### src/cog_pkg.sv
/*
  Shared constants for the clock output configuration bank and its serial
  host: word layout, register addresses, field positions, defaults, timing.
  Assumes both ends run on one 25 MHz hclk.
*/
package cog_pkg;
  localparam int unsigned CLK_MHZ       = 25;
  localparam int unsigned LINK_HALF_NS  = 320;
  localparam int unsigned LINK_HALF_CYC = (LINK_HALF_NS * CLK_MHZ) / 1000;
  localparam int unsigned WORD_W        = 32;
  localparam int unsigned ADDR_W        = 5;
  localparam int unsigned GROUPS        = 6;
  localparam int unsigned OUTPUTS       = 12;
  localparam int unsigned REGS          = 12;
  // serial register addresses
  localparam logic [4:0] ADDR_GROUP0   = 5'h00;
  localparam logic [4:0] ADDR_GROUP1   = 5'h01;
  localparam logic [4:0] ADDR_GROUP3   = 5'h03;
  localparam logic [4:0] ADDR_GROUP5   = 5'h05;
  localparam logic [4:0] ADDR_FMT_A    = 5'h06;
  localparam logic [4:0] ADDR_FIXED    = 5'h09;
  localparam logic [4:0] ADDR_OSC      = 5'h0A;
  localparam logic [4:0] ADDR_SYNC_CTL = 5'h0B;
  localparam logic [4:0] ADDR_FEEDBACK = 5'h1E;
  localparam logic [4:0] ADDR_LOCK     = 5'h1F;
  localparam logic [3:0] IDX_SYNC_CTL  = 4'hB;
  // field positions
  localparam int unsigned GRP_PD_BIT    = 31;
  localparam int unsigned RESET_BIT     = 17;
  localparam int unsigned DEV_PD_BIT    = 17;
  localparam int unsigned DIV_LSB       = 5;
  localparam int unsigned DIV_W         = 11;
  localparam int unsigned FMT_LSB       = 16;
  localparam int unsigned FMT_W         = 4;
  localparam int unsigned OSC1_AMP_LSB  = 30;
  localparam int unsigned OSC0_FMT_LSB  = 24;
  localparam int unsigned OSC1_EN_BIT   = 23;
  localparam int unsigned OSC0_EN_BIT   = 22;
  localparam int unsigned OSC1_SEL_BIT  = 21;
  localparam int unsigned OSC0_SEL_BIT  = 20;
  localparam int unsigned OSC_DIV_LSB   = 16;
  localparam int unsigned NOSYNC_LSB    = 20;
  localparam int unsigned LOCK_BIT      = 5;
  localparam logic [10:0] DIV_EXT_MIN   = 11'h01A;
  localparam logic [10:0] DIV_MAX       = 11'h415;
  localparam logic [3:0]  FMT_OFF       = 4'h0;
  localparam logic [3:0]  FMT_CMOS_LAST = 4'hE;
  localparam logic [2:0]  OSC_DIV_MAX   = 3'h0;
  localparam logic [2:0]  OSC_DIV_TWO   = 3'h1;
  // power-on contents
  localparam logic [31:0] DEF_GROUP     = 32'h0000_0020;
  localparam logic [31:0] DEF_FMT       = 32'h0000_0000;
  localparam logic [31:0] DEF_FIXED     = 32'h0000_0000;
  localparam logic [31:0] DEF_OSC       = 32'h0040_0000;
  localparam logic [31:0] DEF_SYNC_CTL  = 32'h0180_0000;
  localparam logic [31:0] DEF_LOCK      = 32'h0000_0000;
  // host register map on AHB-Lite
  localparam logic [7:0] HOST_CMD_OFS    = 8'h00;
  localparam logic [7:0] HOST_STATUS_OFS = 8'h04;
  localparam int unsigned ST_BUSY       = 0;
  localparam int unsigned ST_REDO_R0    = 1;
  localparam int unsigned ST_R3_DONE    = 2;
  localparam int unsigned ST_R9_DONE    = 3;
  localparam int unsigned ST_REFUSED    = 4;
endpackage : cog_pkg

### src/cog_link_if.sv
/*
  Three-wire serial configuration link between host and device.
  Assumes both ends sit on hclk; the device resynchronises every wire.
*/
`timescale 1ns/1ns
interface cog_link_if;
  logic sclk;
  logic sdata;
  logic latch_enable_pin;
  modport host (output sclk, output sdata, output latch_enable_pin);
  modport dev  (input sclk, input sdata, input latch_enable_pin);
endinterface : cog_link_if

### src/cog_dev.sv
/*
  Device end: serial receiver, register bank and the clock output paths
  it steers (group dividers, output buffer enables, oscillator buffers).
  Assumes hclk doubles as the reference; the reference input is hclk/2.
*/
// Design decision made here: register access over the three-wire serial link.
`timescale 1ns/1ns
module cog_dev (
  // clock and reset
  input  wire logic        hclk,
  input  wire logic        hresetn,
  // serial link
  cog_link_if.dev          link,
  // clock outputs
  output logic [5:0]       group_clk,
  output logic [5:0]       group_extended,
  output logic [11:0]      output_on,
  output logic [47:0]      output_format,
  output logic             osc_buffer_first,
  output logic             osc_buffer_second,
  output logic             osc_buf0_on,
  output logic             osc_buf1_on,
  output logic [1:0]       osc_buf1_amplitude,
  // status
  output logic             device_powerdown,
  output logic             reset_flag,
  output logic             register_write_lock,
  output logic             output_six_ready,
  output logic             sync_pulse
);
  logic [31:0] regs [0:11];
  logic [2:0]  sclk_sync;
  logic [2:0]  data_sync;
  logic [2:0]  le_sync;
  logic        sclk_flt;
  logic        data_flt;
  logic        le_flt;
  logic        sclk_prev;
  logic        le_prev;
  logic [31:0] shift;
  logic [10:0] grp_cnt [0:5];
  logic [2:0]  osc_cnt;
  logic        osc_div_clk;
  logic        ref_clk;

  function automatic logic [3:0] reg_index(input logic [4:0] addr);
    if (addr == cog_pkg::ADDR_LOCK) begin
      reg_index = 4'hB;
    end else if (addr == cog_pkg::ADDR_SYNC_CTL) begin
      reg_index = 4'hF;
    end else if (addr <= cog_pkg::ADDR_OSC) begin
      reg_index = addr[3:0];
    end else begin
      reg_index = 4'hF;
    end
  endfunction : reg_index

  function automatic logic [2:0] osc_divisor(input logic [2:0] code);
    if (code == cog_pkg::OSC_DIV_MAX) begin
      osc_divisor = 3'h0; // zero here means eight: counter wraps at 7
    end else if (code == cog_pkg::OSC_DIV_TWO) begin
      osc_divisor = 3'h2;
    end else begin
      osc_divisor = code;
    end
  endfunction : osc_divisor

  function automatic logic [31:0] default_word(input int unsigned idx);
    if (idx <= 5) begin
      default_word = cog_pkg::DEF_GROUP;
    end else if (idx <= 8) begin
      default_word = cog_pkg::DEF_FMT;
    end else if (idx == 9) begin
      default_word = cog_pkg::DEF_FIXED;
    end else if (idx == 10) begin
      default_word = cog_pkg::DEF_OSC;
    end else begin
      default_word = cog_pkg::DEF_LOCK;
    end
  endfunction : default_word

  // link decode
  wire        sclk_rise  = sclk_flt && !sclk_prev;
  wire        le_fall    = !le_flt && le_prev;
  wire [4:0]  wr_addr    = shift[4:0];
  wire [3:0]  wr_idx     = reg_index(wr_addr);
  wire        locked     = regs[11][cog_pkg::LOCK_BIT];
  wire        is_reset   = (wr_addr == cog_pkg::ADDR_GROUP0) && shift[cog_pkg::RESET_BIT];
  wire        wr_allowed = !locked || (wr_addr == cog_pkg::ADDR_LOCK);
  wire        do_reset   = le_fall && is_reset && wr_allowed;
  wire        do_write   = le_fall && !is_reset && wr_allowed;
  wire        fire_sync  = do_write && (wr_addr == cog_pkg::ADDR_FEEDBACK);
  wire        dev_pd     = regs[1][cog_pkg::DEV_PD_BIT];
  wire [5:0]  exempt;
  wire [2:0]  osc_div    = osc_divisor(regs[10][cog_pkg::OSC_DIV_LSB +: 3]);
  wire [3:0]  osc0_fmt   = regs[10][cog_pkg::OSC0_FMT_LSB +: 4];
  logic [5:0] sync_exempt;
  assign exempt = sync_exempt;

  // three-stage resync; a level is taken once stages two and three agree
  always_ff @(posedge hclk or negedge hresetn) begin
    if (!hresetn) begin
      sclk_sync <= 3'h0;
      data_sync <= 3'h0;
      le_sync   <= 3'h0;
      sclk_flt  <= 1'b0;
      data_flt  <= 1'b0;
      le_flt    <= 1'b0;
      sclk_prev <= 1'b0;
      le_prev   <= 1'b0;
    end else begin
      sclk_sync <= {sclk_sync[1:0], link.sclk};
      data_sync <= {data_sync[1:0], link.sdata};
      le_sync   <= {le_sync[1:0], link.latch_enable_pin};
      if (sclk_sync[1] == sclk_sync[2]) sclk_flt <= sclk_sync[2];
      if (data_sync[1] == data_sync[2]) data_flt <= data_sync[2];
      if (le_sync[1] == le_sync[2]) le_flt <= le_sync[2];
      sclk_prev <= sclk_flt;
      le_prev   <= le_flt;
    end
  end

  // bits enter msb first while latch enable is high
  always_ff @(posedge hclk or negedge hresetn) begin
    if (!hresetn) begin
      shift <= 32'h0000_0000;
    end else if (sclk_rise && le_flt) begin
      shift <= {shift[30:0], data_flt};
    end
  end

  // register bank
  generate
    for (genvar i = 0; i < cog_pkg::REGS; i++) begin : g_reg
      always_ff @(posedge hclk or negedge hresetn) begin
        if (!hresetn) begin
          regs[i] <= default_word(i);
        end else if (do_reset) begin
          regs[i] <= default_word(i);
        end else if (do_write && wr_idx == 4'(i)) begin
          regs[i] <= shift;
        end
      end
    end
  endgenerate

  always_ff @(posedge hclk or negedge hresetn) begin
    if (!hresetn) begin
      sync_exempt      <= cog_pkg::DEF_SYNC_CTL[cog_pkg::NOSYNC_LSB +: 6];
      reset_flag       <= 1'b0;
      output_six_ready <= 1'b0;
      sync_pulse       <= 1'b0;
    end else begin
      if (do_reset) begin
        sync_exempt <= cog_pkg::DEF_SYNC_CTL[cog_pkg::NOSYNC_LSB +: 6];
      end else if (do_write && wr_addr == cog_pkg::ADDR_SYNC_CTL) begin
        sync_exempt <= shift[cog_pkg::NOSYNC_LSB +: 6];
      end
      if (do_reset) begin
        reset_flag <= 1'b1;
      end else if (do_write) begin
        reset_flag <= 1'b0;
      end
      // a reload returns group 3 to defaults, so output six is unusable again
      if (do_reset) begin
        output_six_ready <= 1'b0;
      end else if (do_write && wr_addr == cog_pkg::ADDR_GROUP3) begin
        output_six_ready <= 1'b1;
      end
      sync_pulse <= fire_sync;
    end
  end

  // group dividers: reference is hclk/2, so n hclk high and n low gives n division
  generate
    for (genvar g = 0; g < cog_pkg::GROUPS; g++) begin : g_grp
      wire [10:0] div    = regs[g][cog_pkg::DIV_LSB +: cog_pkg::DIV_W];
      wire        usable = (div != 11'h000) && (div <= cog_pkg::DIV_MAX);
      wire        active = !regs[g][cog_pkg::GRP_PD_BIT] && !dev_pd && usable;
      wire        resync = fire_sync && !exempt[g];
      always_ff @(posedge hclk or negedge hresetn) begin
        if (!hresetn) begin
          grp_cnt[g]        <= 11'h000;
          group_clk[g]      <= 1'b0;
          group_extended[g] <= 1'b0;
        end else begin
          group_extended[g] <= div >= cog_pkg::DIV_EXT_MIN;
          if (!active || resync) begin
            grp_cnt[g]   <= 11'h000;
            group_clk[g] <= 1'b0;
          end else if (grp_cnt[g] >= div - 11'h001) begin
            // at or past the end: a smaller divide written mid-count must not wait for the wrap
            grp_cnt[g]   <= 11'h000;
            group_clk[g] <= !group_clk[g];
          end else begin
            grp_cnt[g] <= grp_cnt[g] + 11'h001;
          end
        end
      end
      for (genvar k = 0; k < 2; k++) begin : g_out
        wire [3:0] fmt = regs[cog_pkg::ADDR_FMT_A + (2 * g + k) / 4][cog_pkg::FMT_LSB + 4 * ((2 * g + k) % 4) +: 4];
        always_ff @(posedge hclk or negedge hresetn) begin
          if (!hresetn) begin
            output_format[4 * (2 * g + k) +: 4] <= 4'h0;
            output_on[2 * g + k]                <= 1'b0;
          end else begin
            output_format[4 * (2 * g + k) +: 4] <= fmt;
            output_on[2 * g + k] <= active && fmt != cog_pkg::FMT_OFF && fmt <= cog_pkg::FMT_CMOS_LAST;
          end
        end
      end
    end
  endgenerate

  // oscillator path
  always_ff @(posedge hclk or negedge hresetn) begin
    if (!hresetn) begin
      ref_clk             <= 1'b0;
      osc_cnt             <= 3'h0;
      osc_div_clk         <= 1'b0;
      osc_buf0_on         <= 1'b0;
      osc_buf1_on         <= 1'b0;
      osc_buffer_first    <= 1'b0;
      osc_buffer_second   <= 1'b0;
      osc_buf1_amplitude  <= 2'h0;
      device_powerdown    <= 1'b0;
      register_write_lock <= 1'b0;
    end else begin
      ref_clk <= !ref_clk;
      if (osc_cnt >= osc_div - 3'h1) begin
        osc_cnt     <= 3'h0;
        osc_div_clk <= !osc_div_clk;
      end else begin
        osc_cnt <= osc_cnt + 3'h1;
      end
      osc_buf0_on <= regs[10][cog_pkg::OSC0_EN_BIT] && osc0_fmt != cog_pkg::FMT_OFF && !dev_pd;
      osc_buf1_on <= regs[10][cog_pkg::OSC1_EN_BIT] && !dev_pd;
      osc_buffer_first  <= osc_buf0_on && (regs[10][cog_pkg::OSC0_SEL_BIT] ? osc_div_clk : ref_clk);
      osc_buffer_second <= osc_buf1_on && (regs[10][cog_pkg::OSC1_SEL_BIT] ? osc_div_clk : ref_clk);
      osc_buf1_amplitude  <= regs[10][cog_pkg::OSC1_AMP_LSB +: 2];
      device_powerdown    <= dev_pd;
      register_write_lock <= locked;
    end
  end
endmodule : cog_dev

### src/flat_wrapper.sv
// flat-port wrapper written by rule: the top's interface ports become plain ports
module cog_dev_flat 
  (hclk, hresetn, group_clk, group_extended, output_on, output_format, osc_buffer_first, osc_buffer_second, osc_buf0_on, osc_buf1_on, osc_buf1_amplitude, device_powerdown, reset_flag, register_write_lock, output_six_ready, sync_pulse, link_sclk, link_sdata, link_latch_enable_pin);
  cog_link_if link_i ();
  input  wire logic hclk;
  input  wire logic hresetn;
  output logic [5:0] group_clk;
  output logic [5:0] group_extended;
  output logic [11:0] output_on;
  output logic [47:0] output_format;
  output logic osc_buffer_first;
  output logic osc_buffer_second;
  output logic osc_buf0_on;
  output logic osc_buf1_on;
  output logic [1:0] osc_buf1_amplitude;
  output logic device_powerdown;
  output logic reset_flag;
  output logic register_write_lock;
  output logic output_six_ready;
  output logic sync_pulse;
  input wire logic [$bits(link_i.sclk)-1:0] link_sclk;
  input wire logic [$bits(link_i.sdata)-1:0] link_sdata;
  input wire logic [$bits(link_i.latch_enable_pin)-1:0] link_latch_enable_pin;
  assign link_i.sclk = link_sclk;
  assign link_i.sdata = link_sdata;
  assign link_i.latch_enable_pin = link_latch_enable_pin;
  cog_dev u_core (.hclk(hclk), .hresetn(hresetn), .link(link_i), .group_clk(group_clk), .group_extended(group_extended), .output_on(output_on), .output_format(output_format), .osc_buffer_first(osc_buffer_first), .osc_buffer_second(osc_buffer_second), .osc_buf0_on(osc_buf0_on), .osc_buf1_on(osc_buf1_on), .osc_buf1_amplitude(osc_buf1_amplitude), .device_powerdown(device_powerdown), .reset_flag(reset_flag), .register_write_lock(register_write_lock), .output_six_ready(output_six_ready), .sync_pulse(sync_pulse));
endmodule
### config.mk
export PLATFORM = sky130hd
export DESIGN_NAME = cog_dev_flat
export DESIGN_NICKNAME = d
export VERILOG_FILES = /design/src/cog_pkg.sv /design/src/cog_link_if.sv /design/src/cog_dev.sv /design/src/flat_wrapper.sv
export SDC_FILE = /design/constraint.sdc
export NUM_CORES = 1
export LEC_CHECK = 0
export ABC_AREA = 1
export BUFFER_PORTS_ARGS = -buffer_cell sky130_fd_sc_hd__buf_4
export CAP_MARGIN = 20
export CORE_UTILIZATION = 30
export DETAILED_ROUTE_END_ITERATION = 10
export GPL_ROUTABILITY_DRIVEN = 0
export PLACE_DENSITY = 0.46
export SLEW_MARGIN = 10
export SYNTH_ARGS = -nofsm -noshare
export SYNTH_HDL_FRONTEND = slang
export SYNTH_SLANG_ARGS = --single-unit
### constraint.sdc
create_clock -name hclk -period 3.6 [get_ports hclk]
set_input_delay 0 -clock hclk [delete_from_list [all_inputs] [get_ports hclk]]
set_output_delay 0 -clock hclk [all_outputs]
set_load 0.005 [all_outputs]
==> results.sh <==
export IMPL_cellPowerDensity_mw_per_mm2=579.5
export IMPL_synth_seq_cells=341
export IMPL_reg2reg_slack_ns=0.49
export IMPL_drc=0
export IMPL_rows=86
export IMPL_dr_max_layer_used="met4"
export IMPL_io_pins=88
export IMPL_worstHoldStart="link_sdata"
export IMPL_hp_class="in -> reg"
export IMPL_critical_path_max_stage_delay_ns=0.52
export IMPL_track_usage_pct=15.26
export IMPL_hold_viol=0
export IMPL_wl_met3_um=1514
export IMPL_h_tree_depth=2
export IMPL_maxCapViolCount=0
export IMPL_syn_inst=1990
export IMPL_crit_slowest_cell="nor2_1"
export IMPL_synth_top_flop_cell="dfrtp_1"
export IMPL_dpl_cell_area_mm2=0.01841
export IMPL_required_ns=4.08
export IMPL_max_slew_margin_pct=33.75
export IMPL_grt_start_max_net_pins=125
export IMPL_worstSetupStartpointType="flop"
export IMPL_dieHeight_um=239.4
export IMPL_postCtsSetupBuffers=0
export IMPL_synthArstFlopShare_pct=100.0
export IMPL_cts_buffer_depth=3
export IMPL_dp_hpwl_um=30320
export IMPL_synth_seq_area_share_pct=50.52
export IMPL_area_growth_pct=17.19
export IMPL_antenna_found_initial=1
export IMPL_slew_viol_final=0
export IMPL_cp_cell_sequence="inv_1, ha_1, nand3_1, nor2_1, nand2_1, nor3_1, xor2_1, ha_1, a21oi_1, o21ai_0, nor2_1, nand2_1, inv_1, nand2_1, nor2_1"
export IMPL_grt_pass1_vias=12960
export IMPL_critPathMaxFanout=9
export IMPL_rr_worst_depth=15
export IMPL_coreArea_mm2=0.05542
export IMPL_hold_depth=2
export IMPL_ys_types=43
export IMPL_routed_wl_um=42110
export IMPL_path_class="reg -> reg"
export IMPL_first_pass_iters=5
export IMPL_tns_ns=0
export IMPL_ant_nets=0
export IMPL_syn_area_mm2=0.01691
export IMPL_final_cells=2877
export IMPL_syn_nets=2090
export IMPL_leakagePower_nw=9.659
export IMPL_rsz0062_at_grt="no"
export IMPL_initial_core_util_pct=30.52
export IMPL_cts_resized_gates=0
export IMPL_grt_pass1_wl_um=69680
export IMPL_period_needed_ns=3.112
export IMPL_grt_ovfl_total=0
export IMPL_cp_end_kind="flop"
export IMPL_wl_met1_um=21050
export IMPL_drt_initial_drc_count=665
export IMPL_utilization_pct=35.77
export IMPL_vias_per_cell=4.579
export IMPL_rr_startpoint="u_core.g_grp[3].div[0]$_DFFE_PN1P_"
export IMPL_drive_above_1_share_pct=10.19
export IMPL_r2r_end="u_core.grp_cnt[31]$_DFF_PN0_"
export IMPL_setup_viol=0
export IMPL_synth_edf_count=0
export IMPL_skew_ns=0.02799
export IMPL_wl_met2_um=18980
export IMPL_clock_tree_root_cell="clkbuf_16"
export IMPL_cts_made_buffers=41
export IMPL_dp_cells=2799
export IMPL_drt_wirelength_per_cell_um=14.64
export IMPL_die_w_um=239.4
export IMPL_clkSlewWorstSetupHoldPaths_ns=0.05
export IMPL_max_freq_mhz=321.4
export IMPL_period_share_pct=86.43
export IMPL_cts_tree="yes"
export IMPL_vias=13180
export IMPL_outcome="finished clean"
export IMPL_worst_pin_slew_ns=0.9937
export IMPL_avgSynthCellArea_um2=8.499
export IMPL_final_net_count=2199
export IMPL_clock_sinks=341
export IMPL_clk_latency_ns=0.58
export IMPL_final_area_mm2=0.01982
export IMPL_yosys_warnings=0
export IMPL_design_die_area_mm2=0.05733
export IMPL_numPortBuffers=87
export IMPL_vdd_drop_max_uv=269.6
export IMPL_diodes=0
export IMPL_cp_arrival_ns=3.59
export IMPL_min_to="u_core.data_sync[0]$_DFF_PN0_"
[cells in the final DEF (no fill, tap or decap), types with 9 or more instances in the layout]
master,Yosys,routed
a21oi_1,48,48
buf_4,4,98
clkbuf_16,0,41
clkbuf_8,0,11
clkinv_2,0,13
dfrtp_1,332,332
dfstp_2,9,9
ha_1,95,95
inv_1,264,264
nand2_1,426,426
nand3_1,124,124
nand3b_1,9,9
nand4_1,53,53
nor2_1,217,217
nor2_2,11,11
nor3_1,37,37
o21ai_0,183,183
o21ai_1,34,34
xnor2_1,11,11
xor2_1,52,52
[kinds of logic (layout without fill, tap and decap cells)]
kind of cell | after synthesis | after routing | synth area share (%)
adders and majority gates | 98 | 98 | 7.205
AOI/OAI and AO/OA | 279 | 279 | 8.515
xor gates and xnor gates | 63 | 63 | 3.262
buffers and inverters | 307 | 446 | 7.383
DFF | 341 | 341 | 50.52
and+or+nand+nor | 902 | 902 | 23.12
[metal layers]
| metal | vias up | global-route usage (%) |
|---|---|---|
| li1 | 6641 | - |
| met1 | 6290 | 21.82 |
| met2 | 201 | 24.14 |
| met3 | 43 | 2.420 |
| met4 | 0 | 3.380 |
| met5 | - | 0 |
[metrics by stage]
step                      setup WS (ns)  hold WS, ns  power [mW]
final                            0.4884      0.09368       11.49
after global routing            0.08213      0.05964       12.30
after CTS                        0.5041      0.05020       11.69
after detailed placement         0.5340       0.1111       7.522
after global placement           0.5708       0.1110       7.474
after floorplan                   1.003      -0.2956       6.567
[power breakdown]
part           internal (mW)  switching, mW  leakage (nW)  total [mW]
clock network           2.41           1.68         0.682        4.09
logic                   1.00           2.13          4.30        3.14
registers               4.06          0.202          4.67        4.26
total                   7.47           4.01          9.66        11.5
[critical path, delay by kind of cell, from the launching register on]
family / cells / cell delay (ns)
buf+inv: 2 / 0.31
compound gates: 2 / 0.22
simple gates: 8 / 1.45
fa+ha+maj: 2 / 0.50
flops: 1 / 0.36
xor+xnor: 1 / 0.19
[synth_stat cells (3+ instances only)]
cell type  count  area [um^2]
maj3_1         3        30.03
dfrtp_1      332         8308
o21ai_0      183        915.9
a21oi_1       48        240.2
nor4_1         4        25.02
nand2_1      426         1599
nor3_1        37        185.2
inv_1        264        991.0
clkbuf_1      12        45.04
nand3_2        6        60.06
buf_6          6        67.56
buf_4          4        30.03
nor2_2        11        68.82
nor2_1       217        814.5
buf_2         15        75.07
o21ai_1       34        170.2
ha_1          95         1189
nand4_1       53        331.6
clkbuf_2       3        15.01
xnor2_1       11        96.34
xor2_1        52        455.4
dfstp_2        9        236.5
nand3_1      124        620.6
o211ai_1       3        22.52
nand2_2        8        50.05
nand3b_1       9        67.56
[worst max path at each step]
stage | start | to | slack (ns) | depth (start not counted)
2_1_floorplan | u_core.g_grp[5].div[0]$_DFFE_PN1P_ | u_core.grp_cnt[2]$_DFF_PN0_ | 1.00 | 16
3_3_place_gp | u_core.g_grp[3].div[0]$_DFFE_PN1P_ | u_core.grp_cnt[31]$_DFF_PN0_ | 0.57 | 15
3_5_place_dp | u_core.g_grp[3].div[0]$_DFFE_PN1P_ | u_core.grp_cnt[31]$_DFF_PN0_ | 0.53 | 15
4_1_cts | u_core.g_grp[3].div[0]$_DFFE_PN1P_ | u_core.grp_cnt[31]$_DFF_PN0_ | 0.50 | 15
5_1_grt | u_core.g_grp[3].div[0]$_DFFE_PN1P_ | u_core.grp_cnt[23]$_DFF_PN0_ | 0.08 | 15
6_report | u_core.g_grp[3].div[0]$_DFFE_PN1P_ | u_core.grp_cnt[31]$_DFF_PN0_ | 0.49 | 15
[flip-flops by register name, summed over array words and instances (netlist names), 4 cells and up]
name and flops:
u_core.g_grp.g_out.fmt 48, u_core.shift 32, u_core.g_grp.div 66, u_core.group_extended 6
u_core.output_on 12, u_core.regs 15, u_core.osc0_fmt 4, u_core.grp_cnt 66
u_core.output_format 48, u_core.group_clk 6, u_core.exempt 6
[final cells by class]
type                            count  area [um^2]
Fill cell                        5771        35590
Sequential cell                   341         8544
Multi-Input combinational cell   1342         7121
Clock buffer                       56         1192
Inverter                          266         1001
Tap cell                          748        935.9
Timing Repair Buffer              107        865.8
Clock inverter                     17        161.4
[what timing repair did]
| action | CTS | global route |
|---|---|---|
| setup endpoints to repair | 0 | 0 |
| hold buffers | 4 | 0 |
| hold endpoints to repair | 119 | 0 |
Note: power is estimated with default switching activity, not from simulation.
